<file path="src/rtl/rss_pkg.sv">
// package: register map, status bit layout and reset values for the ramp and switch status block
// Functional notes
// bit 13 mirrors the live stall detect level when stall detection is configured
// software should enable halt on stall, polling bit 13 can miss stalls
// bit 12 latches an automatic ramp reversal, cleared by reading
// bit 11 is high while the standstill delay runs after a stop
// bit 10 is high when current speed is zero
// bit 9 is high while current location equals goal location
// bit 8 is high while current speed equals goal speed
// bit 7 latches on arrival edge; reading clears it and its interrupt share
// bit 6 latches a stall halt; reading clears it and releases the halt
// bit 5 is high while a right switch halt is active
// bit 4 is high while a left switch halt is active
// hold mode or a move away from the switch removes the switch halt
// in gentle halt mode the switch halt stays until deceleration ends
// disabling a switch halt clears its flag and motion continues
// interrupt is the OR of bits 7, 6, 5 and 4
// bit 3 latches a completed right capture, cleared by reading
// bit 2 latches a completed left capture, cleared by reading
// bits 1 and 0 show live right and left switch levels
// enabled left switch stops the motor; motion resumes on release
// a read clears only sticky bits it returned set; new events survive
package rss_pkg;
  localparam int ADDR_W = 4;
  localparam int DATA_W = 32;
  localparam int POS_W = 32;
  localparam int SPD_W = 24;
  localparam int STAT_W = 14;
  // register byte offsets
  localparam logic [ADDR_W-1:0] OFS_STATUS = 4'h0;
  localparam logic [ADDR_W-1:0] OFS_CONFIG = 4'h4;
  // status bit positions
  localparam int B_STALL_LVL = 13;
  localparam int B_REVERSED = 12;
  localparam int B_STANDSTILL = 11;
  localparam int B_SPEED_ZERO = 10;
  localparam int B_LOC_HIT = 9;
  localparam int B_SPD_HIT = 8;
  localparam int B_ARRIVAL = 7;
  localparam int B_STALL_HALT = 6;
  localparam int B_HALT_R = 5;
  localparam int B_HALT_L = 4;
  localparam int B_CAP_R = 3;
  localparam int B_CAP_L = 2;
  localparam int B_SW_R = 1;
  localparam int B_SW_L = 0;
  // config bit positions
  localparam int C_STOP_L_EN = 0;
  localparam int C_STOP_R_EN = 1;
  localparam int C_HALT_ON_STALL = 2;
  localparam int C_GENTLE_HALT = 3;
  localparam int C_STALL_CFG = 4;
  localparam int CFG_W = 5;
  localparam logic [CFG_W-1:0] CFG_RESET = 5'h00;
  localparam logic [STAT_W-1:0] STICKY_MASK = 14'h10cc;
  localparam logic [1:0] RESP_OKAY = 2'h0;
  localparam logic [1:0] RESP_DECERR = 2'h3;
endpackage : rss_pkg

</file>
<file path="src/rtl/rss_status.sv">
// ramp and reference switch status register with axi4-lite access
//
// Register access over AXI4-Lite and the register offsets were chosen for this implementation.
`timescale 1ns/1ps
`default_nettype none
module rss_status
  import rss_pkg::*;
(
  // clock, reset, enable
  input wire logic aclk,
  input wire logic aresetn,
  input wire logic ce,
  // axi4-lite write
  input wire logic [ADDR_W-1:0] s_axi_awaddr,
  input wire logic s_axi_awvalid,
  output logic s_axi_awready,
  input wire logic [DATA_W-1:0] s_axi_wdata,
  input wire logic [3:0] s_axi_wstrb,
  input wire logic s_axi_wvalid,
  output logic s_axi_wready,
  output logic [1:0] s_axi_bresp,
  output logic s_axi_bvalid,
  input wire logic s_axi_bready,
  // axi4-lite read
  input wire logic [ADDR_W-1:0] s_axi_araddr,
  input wire logic s_axi_arvalid,
  output logic s_axi_arready,
  output logic [DATA_W-1:0] s_axi_rdata,
  output logic [1:0] s_axi_rresp,
  output logic s_axi_rvalid,
  input wire logic s_axi_rready,
  // ramp generator state
  input wire logic stall_detect_level,
  input wire logic standstill_delay,
  input wire logic ramp_reversed,
  input wire logic hold_mode,
  input wire logic move_dir_right,
  input wire logic signed [SPD_W-1:0] current_speed,
  input wire logic signed [SPD_W-1:0] goal_speed,
  input wire logic signed [POS_W-1:0] current_location,
  input wire logic signed [POS_W-1:0] goal_location,
  // capture completion pulses
  input wire logic capture_r_done,
  input wire logic capture_l_done,
  // reference switch pins, active high
  input wire logic switch_r_pin,
  input wire logic switch_l_pin,
  // outputs to the ramp generator and host
  output logic motion_halt,
  output logic interrupt
);

  ////////////////////////////////////////////////////////////////////////////
  // switch synchronisers
  logic [1:0] sw_r_sync_r;
  logic [1:0] sw_l_sync_r;
  logic sw_r;
  logic sw_l;

  always_ff @(posedge aclk) begin
    if (!aresetn) begin
      sw_r_sync_r <= 2'h0;
      sw_l_sync_r <= 2'h0;
    end else if (ce) begin
      sw_r_sync_r <= {sw_r_sync_r[0], switch_r_pin};
      sw_l_sync_r <= {sw_l_sync_r[0], switch_l_pin};
    end
  end

  assign sw_r = sw_r_sync_r[1];
  assign sw_l = sw_l_sync_r[1];

  ////////////////////////////////////////////////////////////////////////////
  // configuration register
  logic [CFG_W-1:0] cfg_r;
  logic stop_l_en;
  logic stop_r_en;
  logic halt_on_stall_enable;
  logic gentle;
  logic stall_cfg;

  assign stop_l_en = cfg_r[C_STOP_L_EN];
  assign stop_r_en = cfg_r[C_STOP_R_EN];
  assign halt_on_stall_enable = cfg_r[C_HALT_ON_STALL];
  assign gentle = cfg_r[C_GENTLE_HALT];
  assign stall_cfg = cfg_r[C_STALL_CFG];

  ////////////////////////////////////////////////////////////////////////////
  // live conditions
  logic loc_hit;
  logic spd_hit;
  logic spd_zero;
  logic loc_hit_prev_r;
  logic stall_live;

  assign loc_hit = (current_location == goal_location);
  assign spd_hit = (current_speed == goal_speed);
  assign spd_zero = (current_speed == '0);
  assign stall_live = stall_detect_level & stall_cfg;

  always_ff @(posedge aclk) begin
    if (!aresetn) begin
      loc_hit_prev_r <= 1'b0;
    end else if (ce) begin
      loc_hit_prev_r <= loc_hit;
    end
  end

  ////////////////////////////////////////////////////////////////////////////
  // axi handshake state
  logic aw_got_r;
  logic w_got_r;
  logic [ADDR_W-1:0] aw_addr_r;
  logic [DATA_W-1:0] w_data_r;
  logic [3:0] w_strb_r;
  logic aw_take;
  logic w_take;
  logic wr_do;
  logic rd_take;
  logic aw_got_nxt;
  logic w_got_nxt;
  logic bvalid_nxt;
  logic rvalid_nxt;

  assign aw_take = s_axi_awvalid & s_axi_awready;
  assign w_take = s_axi_wvalid & s_axi_wready;
  assign wr_do = aw_got_r & w_got_r & ~s_axi_bvalid;
  assign rd_take = s_axi_arvalid & s_axi_arready;
  assign aw_got_nxt = (aw_got_r & ~wr_do) | aw_take;
  assign w_got_nxt = (w_got_r & ~wr_do) | w_take;
  assign bvalid_nxt = wr_do | (s_axi_bvalid & ~s_axi_bready);
  assign rvalid_nxt = rd_take | (s_axi_rvalid & ~s_axi_rready);

  always_ff @(posedge aclk) begin
    if (!aresetn) begin
      aw_got_r <= 1'b0;
      w_got_r <= 1'b0;
      aw_addr_r <= '0;
      w_data_r <= '0;
      w_strb_r <= 4'h0;
      s_axi_awready <= 1'b0;
      s_axi_wready <= 1'b0;
      s_axi_bvalid <= 1'b0;
      s_axi_bresp <= RESP_OKAY;
    end else if (ce) begin
      aw_got_r <= aw_got_nxt;
      w_got_r <= w_got_nxt;
      if (aw_take) begin
        aw_addr_r <= s_axi_awaddr;
      end
      if (w_take) begin
        w_data_r <= s_axi_wdata;
        w_strb_r <= s_axi_wstrb;
      end
      s_axi_awready <= ~aw_got_nxt;
      s_axi_wready <= ~w_got_nxt;
      s_axi_bvalid <= bvalid_nxt;
      if (wr_do) begin
        s_axi_bresp <= (aw_addr_r == OFS_STATUS || aw_addr_r == OFS_CONFIG) ? RESP_OKAY : RESP_DECERR;
      end
    end
  end

  // config write, low byte lane only
  always_ff @(posedge aclk) begin
    if (!aresetn) begin
      cfg_r <= CFG_RESET;
    end else if (ce && wr_do && aw_addr_r == OFS_CONFIG && w_strb_r[0]) begin
      cfg_r <= w_data_r[CFG_W-1:0];
    end
  end

  ////////////////////////////////////////////////////////////////////////////
  // switch halt conditions
  logic halt_r_r;
  logic halt_l_r;
  logic decel_r;
  logic decel_l;

  assign decel_r = gentle & (current_speed > 0);
  assign decel_l = gentle & (current_speed < 0);

  always_ff @(posedge aclk) begin
    if (!aresetn) begin
      halt_r_r <= 1'b0;
    end else if (ce) begin
      if (!stop_r_en) begin
        halt_r_r <= 1'b0;
      end else if (sw_r & move_dir_right & ~hold_mode) begin
        halt_r_r <= 1'b1;
      end else if (!decel_r) begin
        halt_r_r <= 1'b0; // see R12
      end
    end
  end

  always_ff @(posedge aclk) begin
    if (!aresetn) begin
      halt_l_r <= 1'b0;
    end else if (ce) begin
      if (!stop_l_en) begin
        halt_l_r <= 1'b0;
      end else if (sw_l & ~move_dir_right & ~hold_mode) begin
        halt_l_r <= 1'b1; // see R11
      end else if (!decel_l) begin
        halt_l_r <= 1'b0; // see R12, see R13
      end
    end
  end

  ////////////////////////////////////////////////////////////////////////////
  // sticky events, set wins over read clear
  logic [STAT_W-1:0] status;
  logic [STAT_W-1:0] clr;
  logic reversed_r;
  logic arrival_r;
  logic stall_halt_r;
  logic cap_r_r;
  logic cap_l_r;
  logic arrival_set;
  logic stall_set;
  logic rd_status;

  assign rd_status = rd_take & (s_axi_araddr == OFS_STATUS);
  assign clr = rd_status ? (status & STICKY_MASK) : '0;
  assign arrival_set = loc_hit & ~loc_hit_prev_r;
  assign stall_set = stall_live & halt_on_stall_enable & ~spd_zero;

  always_ff @(posedge aclk) begin
    if (!aresetn) begin
      reversed_r <= 1'b0;
      arrival_r <= 1'b0;
      stall_halt_r <= 1'b0;
      cap_r_r <= 1'b0;
      cap_l_r <= 1'b0;
    end else if (ce) begin
      reversed_r <= ramp_reversed | (reversed_r & ~clr[B_REVERSED]);
      arrival_r <= arrival_set | (arrival_r & ~clr[B_ARRIVAL]);
      stall_halt_r <= stall_set | (stall_halt_r & ~clr[B_STALL_HALT]);
      cap_r_r <= capture_r_done | (cap_r_r & ~clr[B_CAP_R]);
      cap_l_r <= capture_l_done | (cap_l_r & ~clr[B_CAP_L]);
    end
  end

  always_comb begin
    status = '0;
    status[B_STALL_LVL] = stall_live;
    status[B_REVERSED] = reversed_r;
    status[B_STANDSTILL] = standstill_delay;
    status[B_SPEED_ZERO] = spd_zero;
    status[B_LOC_HIT] = loc_hit;
    status[B_SPD_HIT] = spd_hit;
    status[B_ARRIVAL] = arrival_r;
    status[B_STALL_HALT] = stall_halt_r;
    status[B_HALT_R] = halt_r_r;
    status[B_HALT_L] = halt_l_r;
    status[B_CAP_R] = cap_r_r;
    status[B_CAP_L] = cap_l_r;
    status[B_SW_R] = sw_r;
    status[B_SW_L] = sw_l;
  end

  ////////////////////////////////////////////////////////////////////////////
  // read channel
  always_ff @(posedge aclk) begin
    if (!aresetn) begin
      s_axi_arready <= 1'b0;
      s_axi_rvalid <= 1'b0;
      s_axi_rdata <= '0;
      s_axi_rresp <= RESP_OKAY;
    end else if (ce) begin
      s_axi_arready <= ~rvalid_nxt;
      s_axi_rvalid <= rvalid_nxt;
      if (rd_take) begin
        if (s_axi_araddr == OFS_STATUS) begin
          s_axi_rdata <= {{(DATA_W-STAT_W){1'b0}}, status};
          s_axi_rresp <= RESP_OKAY;
        end else if (s_axi_araddr == OFS_CONFIG) begin
          s_axi_rdata <= {{(DATA_W-CFG_W){1'b0}}, cfg_r};
          s_axi_rresp <= RESP_OKAY;
        end else begin
          s_axi_rdata <= '0;
          s_axi_rresp <= RESP_DECERR;
        end
      end
    end
  end

  ////////////////////////////////////////////////////////////////////////////
  // halt request and interrupt
  logic halt_nxt;
  logic irq_nxt;

  assign halt_nxt = halt_r_r | halt_l_r | stall_halt_r; // see R9
  assign irq_nxt = arrival_r | stall_halt_r | halt_r_r | halt_l_r;

  always_ff @(posedge aclk) begin
    if (!aresetn) begin
      motion_halt <= 1'b0;
      interrupt <= 1'b0;
    end else if (ce) begin
      motion_halt <= halt_nxt;
      interrupt <= irq_nxt;
    end
  end
endmodule : rss_status
`default_nettype wire

</file>
<file path="config.mk">
export PLATFORM = sky130hd
export DESIGN_NAME = rss_status
export DESIGN_NICKNAME = d
export VERILOG_FILES = /design/src/rtl/rss_pkg.sv /design/src/rtl/rss_status.sv
export SDC_FILE = /design/constraint.sdc
export NUM_CORES = 1
export LEC_CHECK = 0
export BUFFER_PORTS_ARGS = -buffer_cell sky130_fd_sc_hd__buf_4
export CELL_PAD_IN_SITES_DETAIL_PLACEMENT = 2
export CELL_PAD_IN_SITES_GLOBAL_PLACEMENT = 2
export CORE_MARGIN = 1.5
export CORE_UTILIZATION = 23
export DETAILED_ROUTE_END_ITERATION = 16
export GPL_ROUTABILITY_DRIVEN = 0
export PLACE_DENSITY_LB_ADDON = 0.12
export RECOVER_POWER = 25
export SETUP_SLACK_MARGIN = 0.5
export SYNTH_ARGS = -nofsm -noshare
export SYNTH_HDL_FRONTEND = slang
export SYNTH_SLANG_ARGS = --single-unit
</file>
<file path="constraint.sdc">
create_clock -name aclk -period 2.1 [get_ports aclk]
set_input_delay 0.105 -clock aclk [delete_from_list [all_inputs] [get_ports aclk]]
set_output_delay 0.105 -clock aclk [all_outputs]
set_load 0.01 [all_outputs]
</file>
---- Word-level counts from Yosys, hierarchy flattened ----
Cells that the tools add are included.
operators by class
  magnitude comparators ................... 2
  equal/unequal tests ..................... 6
  mux-type cells .......................... 12
  bitwise operators ....................... 55
  reductions and logical operators ........ 13
operator list
  kind                   number
  $eq A32 B32 Y1         1
  $and A1 B1 Y1          25
  $eq A24 B24 Y1         1
  $gt A24 B1 Y1 const B  1
  $logic_not A24 Y1      1
  $lt A24 B1 Y1 const B  1
  $not A1 Y1             16
  $mux W14               1
  $or A1 B1 Y1           14
  $mux W13               1
  $reduce_and A2 Y1      6
  $eq A4 B3 Y1 const B   2
  $logic_not A4 Y1       2
  $mux W1                6
  $mux W2                3
  $ne A3 B2 Y1 const B   2
  $mux W5                1
  $logic_and A1 B1 Y1    3
  $logic_or A1 B1 Y1     1
word-level totals
  flip-flop bits (word level) ............. 72
  input port bits ......................... 173
  output and inout port bits .............. 43
  word-level logic and storage cells ...... 114

---- Longest topological paths before layout ----
Gate-level depths: netlist of the first run.
  word-level depth ........................ 6
  depth in mapped cells ................... 6
  mapped depth without buffers ............ 5

---- Least setup slack after synthesis of the first run ----
No wires, ideal clock.
  path type ............................... reg2reg
  start ................................... register s_axi_arready
  end ..................................... register stall_halt_r
  library setup time ...................... 0.115 ns
  arrival ................................. 1.308 ns
  data required time ...................... 1.985 ns
  path slack .............................. 0.677 ns
  cell stages (with the launch flop) ...... 6
  path buffers ............................ 0
  period minus slack after synthesis ...... 1.423 ns
  path through ............................ dfxtp_1 nand3_4 nor4_4 nand2b_1 o2bb2ai_1 and2_1
between the ends
  word-level cells in the longest chain between the ends .. 6
RTL lines
  item                    RTL line           source
  start, declared         rss_status.sv:27   output logic s_axi_arready,
  start signal, assigned  rss_status.sv:272  s_axi_arready <= ~rvalid_nxt;
  $and A1 B1 Y1           rss_status.sv:128  assign rd_take = s_axi_arvalid & s_axi_arready;
  $and A1 B1 Y1           rss_status.sv:224  assign rd_status = rd_take & (s_axi_araddr == OFS_STATUS);
  $mux W13                rss_status.sv:225  assign clr = rd_status ? (status & STICKY_MASK) : '0;
  $not A1 Y1              rss_status.sv:239  stall_halt_r <= stall_set | (stall_halt_r & ~clr[B_STALL_HALT]);
  $and A1 B1 Y1           rss_status.sv:239
  $or A1 B1 Y1            rss_status.sv:239
  end signal, assigned    rss_status.sv:239
  end, declared           rss_status.sv:217  logic stall_halt_r;
Every way passes these cells.
A chain may end at the register's enable or synchronous reset.

---- Final worst setup path of the first run ----
  start ................................... register s_axi_arready
  end ..................................... register s_axi_rdata[8]
between the ends
  word-level cells in the longest chain between the ends .. 2
RTL lines
  item                         RTL line           source
  $and A1 B1 Y1                rss_status.sv:128
  $reduce_and A2 Y1 (no line)  n/a
  end signal, assigned         rss_status.sv:276  s_axi_rdata <= {{(DATA_W-STAT_W){1'b0}}, status};
  end signal, assigned         rss_status.sv:279  s_axi_rdata <= {{(DATA_W-CFG_W){1'b0}}, cfg_r};
  end, declared                rss_status.sv:28   output logic [DATA_W-1:0] s_axi_rdata,
Every way passes these cells.

==> results.yml, run 1 <==
setup_path:
  worst-setup-path-type: "reg -> reg"
  crit_arrival_ns: 1.71
  crit_chain: "nand3_4, nor4_4, buf_4, and2b_2, nand4_2, a21boi_2"
  cpPeakStageDelay_ns: 0.40
  critPathBufInv: 1
  worstReg2RegEnd: "s_axi_rdata[8]"
  crit_required_ns: 2.33
  crit_fanout: 8
  crit_slowest_cell: "dfxtp_2"
  rr_worst_depth: 6
  worstSetupStartpointType: "register"
  reg2reg_from: "s_axi_arready"
  path_delay_family: "simple AND/OR/NAND/NOR gates"
  crit_path_end_kind: "register"
  reg2reg_setup_slack_ns: 0.62
  cp.depth: 6
global_route:
  grt.total_usage_pct: 14.5
  grt_first_pass_wirelength_mm: 15.0
  grt_pass1_vias: 2953
  overflow: 0
  grt_max_degree: 53
  antenna_found_initial: 0
route:
  drc: 0
  vias: 2791
  dr.pass1.iters: 4
  wl_per_cell_um: 15.0
  ant_nets: 0
  drt_iter0_drc: 41
  drt_wl_total_mm: 9.77
  vias_per_cell: 4.29
timing:
  worst_slew_pin_slew_ns: 0.944
  slew_headroom_pct: 37.1
  period_needed_ns: 1.48
  hold_viol_final: 0
  fin_ws_ns: 0.625
  rsz0062_at_grt: "false"
  setup_viol: 0
  timing.fmax_ghz: 0.678
  maxSlewViolCount: 0
  fin_crit_sh_pct: 70.3
  fin_skew_ns: 0.0112
  tns_ns: 0
placement:
  dp.cells: 640
  hpwlAfterDp_mm: 8.16
  numPortBuffers: 167
  place_ws_ns: 0.467
floorplan:
  die_h_um: 116
  std_cell_rows: 41
  dieArea_um2: 13400
  io_pins: 216
  start_util_pct: 23.5
  die_w_um: 116
  core_um2: 12500
yosys:
  synthCells: 312
  syn_area_per_cell_um2: 9.41
  ys_seq_elements: 52
  ys_seq_area_share_pct: 35.5
  yosysTopAreaCell: "dfxtp_1"
  syn_area_um2: 2940
  synth_top_area_share_pct: 35.5
  synth_cell_types: 38
  synthTopCellsByArea: "dfxtp_1 35%, xnor2_1 12%, nor2b_1 8.1%"
  yosys_warnings: 0
run_status:
  outcome: "complete, no violations"
finish:
  fin_util_pct: 35.1
  drive_gt1_share_pct: 37.7
  n_antenna_cell: 0
  final_nets: 650
  final_cells: 650
  area_growth_pct: 49.8
cts:
  clockRootBuffer: "clkbuf_16"
  htreeDepth: 2
  cts.clk_slew.worst_paths_ns: 0.07
  worstSkewPairLatency_ns: 0.29
  cts_tree: "done"
  numClockSinks: 52
  clock_path_buffers: 2
  cts_buffers: 5
hold_path:
  hp-start: "s_axi_awaddr[1]"
  min_to: "aw_addr_r[1]"
  hold_depth: 3
  holdCritPathClass: "in -> reg"
pwr:
  total_power_uw: 2310
  peakVddDrop_mv: 0.318
  p_per_area_nw_per_um2: 526
  leakagePower_uw: 0.00189
job:
  drv_cap: 0
-- logic make-up after synthesis --
family | after synthesis | synth area share, %
xor gates and xnor gates | 56 | 16.7
DFF | 52 | 35.5
muxes | 27 | 9.42
other | 1 | 0.128
and+or+nand+nor | 104 | 21.7
buffers and inverters | 36 | 7.76
AOI/OAI and AO/OA | 36 | 8.78
-- through the flow --
| step | cell area, um2 | hold WS [ns] |
|---|---|---|
| floorplan | 3000 | 0.243 |
| global placement | 4290 | 0.358 |
| detailed placement | 4290 | 0.370 |
| CTS | 4430 | 0.0679 |
| global route | 4400 | 0.0752 |
| finish | 4400 | 0.0683 |
-- worst reg2reg max path, cell delays in order (launching register included) --
cell	delay [ns]
dfxtp_2	0.40
nand3_4	0.10
nor4_4	0.21
buf_4	0.18
and2b_2	0.27
nand4_2	0.11
a21boi_2	0.14
-- area by class of cell --
cell class / count / area, um2
Clock buffer: 5 / 125
Tap cell: 172 / 215
Clock inverter: 3 / 18.8
Timing Repair Buffer: 173 / 1240
Fill cell: 1475 / 8120
Sequential cell: 52 / 1040
Inverter: 4 / 15.0
Multi-Input combinational cell: 241 / 1740
-- where the power goes --
part	total, uW	internal (uW)	switching, uW
logic	475	290	185
clock network	812	440	372
registers	1020	1010	16.3
total	2310	1740	573
-- metal layers --
layer	GRT usage [%]	share of wire, %	up-vias
met3	4.18	7.0	11
met1	16.6	40	1315
li1	-	-	1377
met2	26.6	52	88
met4	3.41	1.3	0
met5	0	0	-
-- registers in the layout, summed over array words and instances, names as in the netlist, 2 cells and up --
signal and cells:
sw_l_sync_r 2, cfg_r 5, aw_addr_r 4, w_data_r 5, sw_r_sync_r 2, s_axi_rdata 14
-- repair_timing --
item / 4_1_cts / 5_1_grt
pin swaps: 0 / 1
setup buffers: 0 / 2
endpoints found under the setup margin: 14 / 16
hold buffers: 0 / 0
resized for setup: 3 / 3
-- cell usage in the layout (no fill, tap or decap), drive strengths merged, types with 7 or more instances in the layout --
cell type and instances:
nand2 14, a22oi 15, nand3 9, o21ai 7, clkbuf 20, xor2 16
nand4 13, mux2i 22, xnor2 40, dfxtp 52, conb 18, buf 158
nor2b 38, nor4 13
-- cells in the mapped netlist --
master	number
dfxtp_1	52
xnor2_1	40
nor2b_1	38
buf_4	22
mux2i_1	22
xor2_1	16
a22oi_1	15
nand2_1	14
nand4_1	12
nor4_1	12
nand3_1	8
clkbuf_1	7
o21ai_0	7
a21boi_0	5
mux2_2	5
inv_1	4
nand2b_1	4
nor3_1	4
a21oi_1	2
and2_1	2
buf_2	2
nor2_1	2
o211a_1	2
a21boi_2	1
a31oi_1	1
a32oi_1	1
and2b_1	1
and3_1	1
and4_1	1
and4b_1	1
buf_6	1
conb_1	1
nand3_4	1
nand4_2	1
nand4b_1	1
nor4_4	1
o211ai_1	1
o2bb2ai_1	1
-- worst max-delay path by stage --
| stage | endpoint | slack, ns | start |
|---|---|---|---|
| global route | cfg_r[1] | 0.51 | w_got_r |
| CTS | cfg_r[2] | 0.51 | w_got_r |
| finish | s_axi_rdata[8] | 0.62 | s_axi_arready |
| global placement | s_axi_rdata[8] | 0.48 | s_axi_arready |
| detailed placement | cfg_r[4] | 0.47 | w_got_r |
| floorplan | stall_halt_r | 0.68 | s_axi_arready |
Note: power is estimated with default switching activity, not from simulation.
==> inputs of run 2 (changes only) <==
--- a/config.mk
+++ b/config.mk
@@ -9,7 +9,7 @@
 export CELL_PAD_IN_SITES_DETAIL_PLACEMENT = 2
 export CELL_PAD_IN_SITES_GLOBAL_PLACEMENT = 2
 export CORE_MARGIN = 1.5
-export CORE_UTILIZATION = 23
+export CORE_UTILIZATION = 21
 export DETAILED_ROUTE_END_ITERATION = 16
 export GPL_ROUTABILITY_DRIVEN = 0
 export PLACE_DENSITY_LB_ADDON = 0.12
==> constraint.sdc (replaced) <==
create_clock -name aclk -period 1.5 [get_ports aclk]
set_input_delay 0.075 -clock aclk [delete_from_list [all_inputs] [get_ports aclk]]
set_output_delay 0.075 -clock aclk [all_outputs]
set_load 0.01 [all_outputs]
==> results.yml, run 2 (same netlist as run 1, synthesis figures left out) <==
global_route:
  overflow: 0
  grt_pass1_vias: 3198
  antenna_found_initial: 0
  grt.total_usage_pct: 14.5
  grt_first_pass_wirelength_mm: 16.2
  grt_max_degree: 53
timing:
  timing.fmax_ghz: 0.748
  worst_slew_pin_slew_ns: 0.600
  maxSlewViolCount: 0
  holdWs_ns: 0.0328
  setup_viol: 0
  fin_ws_ns: 0.163
  rsz0062_at_grt: "true"
  slew_headroom_pct: 59.6
  hold_viol_final: 0
  fin_skew_ns: 0.00229
  tns_ns: 0
  period_needed_ns: 1.34
  fin_crit_sh_pct: 89.1
cts:
  cts_tree: "done"
  clockRootBuffer: "clkbuf_16"
  cts_buffers: 5
  htreeDepth: 2
  clock_path_buffers: 2
  holdBufCountCts: 0
  numClockSinks: 52
  worstSkewPairLatency_ns: 0.29
  cts.clk_slew.worst_paths_ns: 0.07
route:
  vias: 2865
  drt_wl_total_mm: 10.6
  drc: 0
  drt_iter0_drc: 46
  wl_per_cell_um: 15.8
  vias_per_cell: 4.28
  ant_nets: 0
  dr.pass1.iters: 4
hold_path:
  holdCritPathClass: "in -> reg"
setup_path:
  worst-setup-path-type: "reg -> reg"
  crit_arrival_ns: 1.52
  crit_fanout: 5
  worstSetupStartpointType: "register"
  crit_required_ns: 1.69
  crit_slowest_cell: "dfxtp_2"
  crit_chain: "nor2b_4, and3_4, and4_4, mux2i_1, nor2b_1"
  cpPeakStageDelay_ns: 0.33
  crit_path_end_kind: "register"
floorplan:
  std_cell_rows: 43
  dieArea_um2: 14700
  die_h_um: 121
  start_util_pct: 21.3
  die_w_um: 121
  io_pins: 216
  core_um2: 13800
pwr:
  combPwrFrac_pct: 21.9
  leakagePower_uw: 0.00207
  internal_power_uw: 2570
  p_per_area_nw_per_um2: 699
  p_sw_share_pct: 24.3
  switchingPower_uw: 822
  total_power_uw: 3390
  clkPwrFrac_pct: 35.7
  peakVddDrop_mv: 0.364
  p_seq_share_pct: 42.4
finish:
  n_fill_cell: 1549
  reg_top3: "s_axi_rdata x14, cfg_r x5, w_data_r x5"
  area_growth_pct: 65.1
  layout_commonest_cell: "buf_4"
  final_area_um2: 4850
  n_antenna_cell: 0
  drive_gt1_share_pct: 47.0
  final_nets: 662
  largest_reg_flops: 14
  top_register: "s_axi_rdata"
  regArea_um2: 1050
  multi_input_area_um2: 1960
  final_cell_mix: "152 x buf_4, 46 x dfxtp_1, 37 x nor2b_1"
placement:
  hpwlAfterDp_mm: 8.41
  place_ws_ns: 0.00896
  numPortBuffers: 167
  place_area_um2: 4370
run_status:
  outcome: "complete, no violations"
job:
  drv_cap: 0
==> run 2: final timing paths <==
kind / from / slack, ns / cells past startpoint / endpoint
worst max-delay path: w_got_r / 0.16 / 5 / cfg_r[0]
worst min-delay path: standstill_delay / 0.03 / 3 / s_axi_rdata[11]
worst max register to register: w_got_r / 0.16 / 5 / cfg_r[0]
worst min register to register: loc_hit_prev_r / 0.46 / 2 / loc_hit_prev_r
==> run 2: final cells by class <==
cell class                      count  share of cell area (%)
Sequential cell                    52                    21.7
Clock buffer                        7                    3.15
Inverter                            4                   0.310
Timing Repair Buffer              185                    29.7
Tap cell                          180                    4.65
Multi-Input combinational cell    241                    40.4
==> run 2: what timing repair did <==
action | CTS | global route
cloned | 0 | 1
endpoints found under the setup margin | 39 | 43
gates resized for setup | 31 | 35
pin swaps | 6 | 15
buffers inserted | 9 | 3
==> run 2: routing by layer <==
metal  up-vias  wire length (um)  global-route usage (%)  part of all wire [%]
li1       1405                 -                       -                     -
met1      1372              4100                    15.6                    39
met2        77              5910                    28.5                    56
met3        11               406                    2.26                   3.8
met4         0               172                    4.93                   1.6
met5         -                 0                       0                     0
==> run 2: critical path, delay by kind of cell, from the launching register on <==
kind,cells,cell delay [ns]
AND/OR/NAND/NOR,4,0.67
flip-flops,1,0.33
multiplexers,1,0.22
==> run 2: power by group through the flow <==
stage	logic, uW	clock network (uW)	registers, uW
6_report	742	1210	1440
5_1_grt	810	1320	1440
4_1_cts	711	1270	1430
3_5_place_dp	684	0	1470
3_3_place_gp	669	0	1460
2_1_floorplan	305	0	1460
==> run 2: metrics by stage <==
step	instances	utilization, %
floorplan	329	-
global placement	649	31.7
detailed placement	649	31.7
CTS	665	34.2
global route	669	35.2
finish	669	35.2
==> inputs of run 3 (changes only) <==
--- a/config.mk
+++ b/config.mk
@@ -12,6 +12,7 @@
 export CORE_UTILIZATION = 21
 export DETAILED_ROUTE_END_ITERATION = 16
 export GPL_ROUTABILITY_DRIVEN = 0
+export HOLD_SLACK_MARGIN = 0.1
 export PLACE_DENSITY_LB_ADDON = 0.12
 export RECOVER_POWER = 25
 export SETUP_SLACK_MARGIN = 0.5
==> results.yml, run 3 (same netlist as run 1, synthesis figures left out) <==
finish:
  largest_reg_flops: 14
  regArea_um2: 1050
  final_cell_mix: "151 x buf_4, 47 x dfxtp_1, 37 x nor2b_1"
  area_growth_pct: 71.4
  reg_top3: "s_axi_rdata x14, cfg_r x5, w_data_r x5"
  final_area_um2: 5030
  multi_input_area_um2: 1960
  n_fill_cell: 1538
  final_nets: 680
  n_antenna_cell: 0
  layout_commonest_cell: "buf_4"
  drive_gt1_share_pct: 45.4
  top_register: "s_axi_rdata"
route:
  drt_wl_total_mm: 10.7
  dr.pass1.iters: 4
  vias: 2930
  drt_iter0_drc: 57
  ant_nets: 0
  wl_per_cell_um: 15.6
  drc: 0
  vias_per_cell: 4.26
timing:
  timing.fmax_ghz: 0.750
  fin_ws_ns: 0.167
  maxSlewViolCount: 0
  slew_headroom_pct: 59.6
  holdWs_ns: 0.107
  worst_slew_pin_slew_ns: 0.600
  fin_skew_ns: 0.00218
  tns_ns: 0
  fin_crit_sh_pct: 88.9
  setup_viol: 0
  hold_viol_final: 0
  period_needed_ns: 1.33
  rsz0062_at_grt: "true"
pwr:
  leakagePower_uw: 0.00214
  switchingPower_uw: 831
  p_sw_share_pct: 24.2
  internal_power_uw: 2600
  combPwrFrac_pct: 22.8
  peakVddDrop_mv: 0.367
  p_seq_share_pct: 41.9
  p_per_area_nw_per_um2: 681
  clkPwrFrac_pct: 35.3
cts:
  clockRootBuffer: "clkbuf_16"
  worstSkewPairLatency_ns: 0.29
  cts_tree: "done"
  numClockSinks: 52
  htreeDepth: 2
  cts.clk_slew.worst_paths_ns: 0.07
  cts_buffers: 5
  clock_path_buffers: 2
placement:
  place_ws_ns: 0.00896
  numPortBuffers: 167
  place_area_um2: 4370
  hpwlAfterDp_mm: 8.41
setup_path:
  critPathBufInv: 0
  cpPeakStageDelay_ns: 0.33
  crit_slowest_cell: "dfxtp_2"
  worst-setup-path-type: "reg -> reg"
  crit_arrival_ns: 1.52
  crit_path_end_kind: "register"
  crit_fanout: 5
  crit_required_ns: 1.69
  reg2reg_setup_slack_ns: 0.17
  worstSetupStartpointType: "register"
  crit_chain: "nor2b_4, and3_4, and4_4, mux2i_1, nor2b_1"
  path_delay_family: "simple AND/OR/NAND/NOR gates"
global_route:
  antenna_found_initial: 0
  overflow: 0
  grt_pass1_vias: 3262
  grt_max_degree: 53
  grt.total_usage_pct: 14.7
  grt_first_pass_wirelength_mm: 16.4
run_status:
  outcome: "complete, no violations"
floorplan:
  die_h_um: 121
  dieArea_um2: 14700
  die_w_um: 121
  core_um2: 13800
  io_pins: 216
  std_cell_rows: 43
  start_util_pct: 21.3
job:
  drv_cap: 0
hold_path:
  holdCritPathClass: "in -> reg"
-- run 3: cell type report --
type,count,area share [%]
repair buffers,203,32.3
multi-input cells,241,39.0
clock buffers,7,3.03
well taps,180,4.48
flip-flops and latches,52,20.9
inverters,4,0.299
-- run 3: final timing paths --
| path | startpoint | to | cells after the start |
|---|---|---|---|
| worst max register to register | w_got_r | cfg_r[0] | 5 |
| worst min-delay path | s_axi_wvalid | s_axi_wready | 4 |
| worst min register to register | loc_hit_prev_r | loc_hit_prev_r | 2 |
| worst max-delay path | w_got_r | cfg_r[0] | 5 |
-- run 3: power groups by stage --
stage | Sequential (uW) | Combinational [uW] | Clock, uW
2_1_floorplan | 1460 | 305 | 0
3_3_place_gp | 1460 | 669 | 0
3_5_place_dp | 1470 | 684 | 0
4_1_cts | 1430 | 748 | 1270
5_1_grt | 1440 | 851 | 1320
6_report | 1430 | 781 | 1210
-- run 3: metrics by stage --
stage               util [%]  power [uW]  instances
floorplan                  -        1770        329
global placement        31.7        2130        649
detailed placement      31.7        2150        649
CTS                     35.5        3450        683
global route            36.5        3610        687
finish                  36.5        3430        687
-- run 3: tightest hold or removal path: stages --
cell and delay (ns):
buf_4 0.10, nand2_1 0.05, nand3_1 0.07, a21boi_1 0.06
-- run 3: metal layers --
| metal | vias up | routed length (um) | GRT usage (%) |
|---|---|---|---|
| met1 | 1402 | 4170 | 15.8 |
| met2 | 77 | 6000 | 29.0 |
| met4 | 0 | 172 | 4.93 |
| met5 | - | 0 | 0 |
| li1 | 1440 | - | - |
| met3 | 11 | 399 | 2.21 |
-- run 3: what timing repair did --
| action | 4_1_cts | 5_1_grt |
|---|---|---|
| pin swaps | 6 | 15 |
| cloned | 0 | 1 |
| endpoints found under the hold margin | 18 | 0 |
| buffers inserted | 9 | 3 |
| endpoints found under the setup margin | 39 | 43 |
| resized for setup | 31 | 35 |
| hold buffers | 18 | 0 |
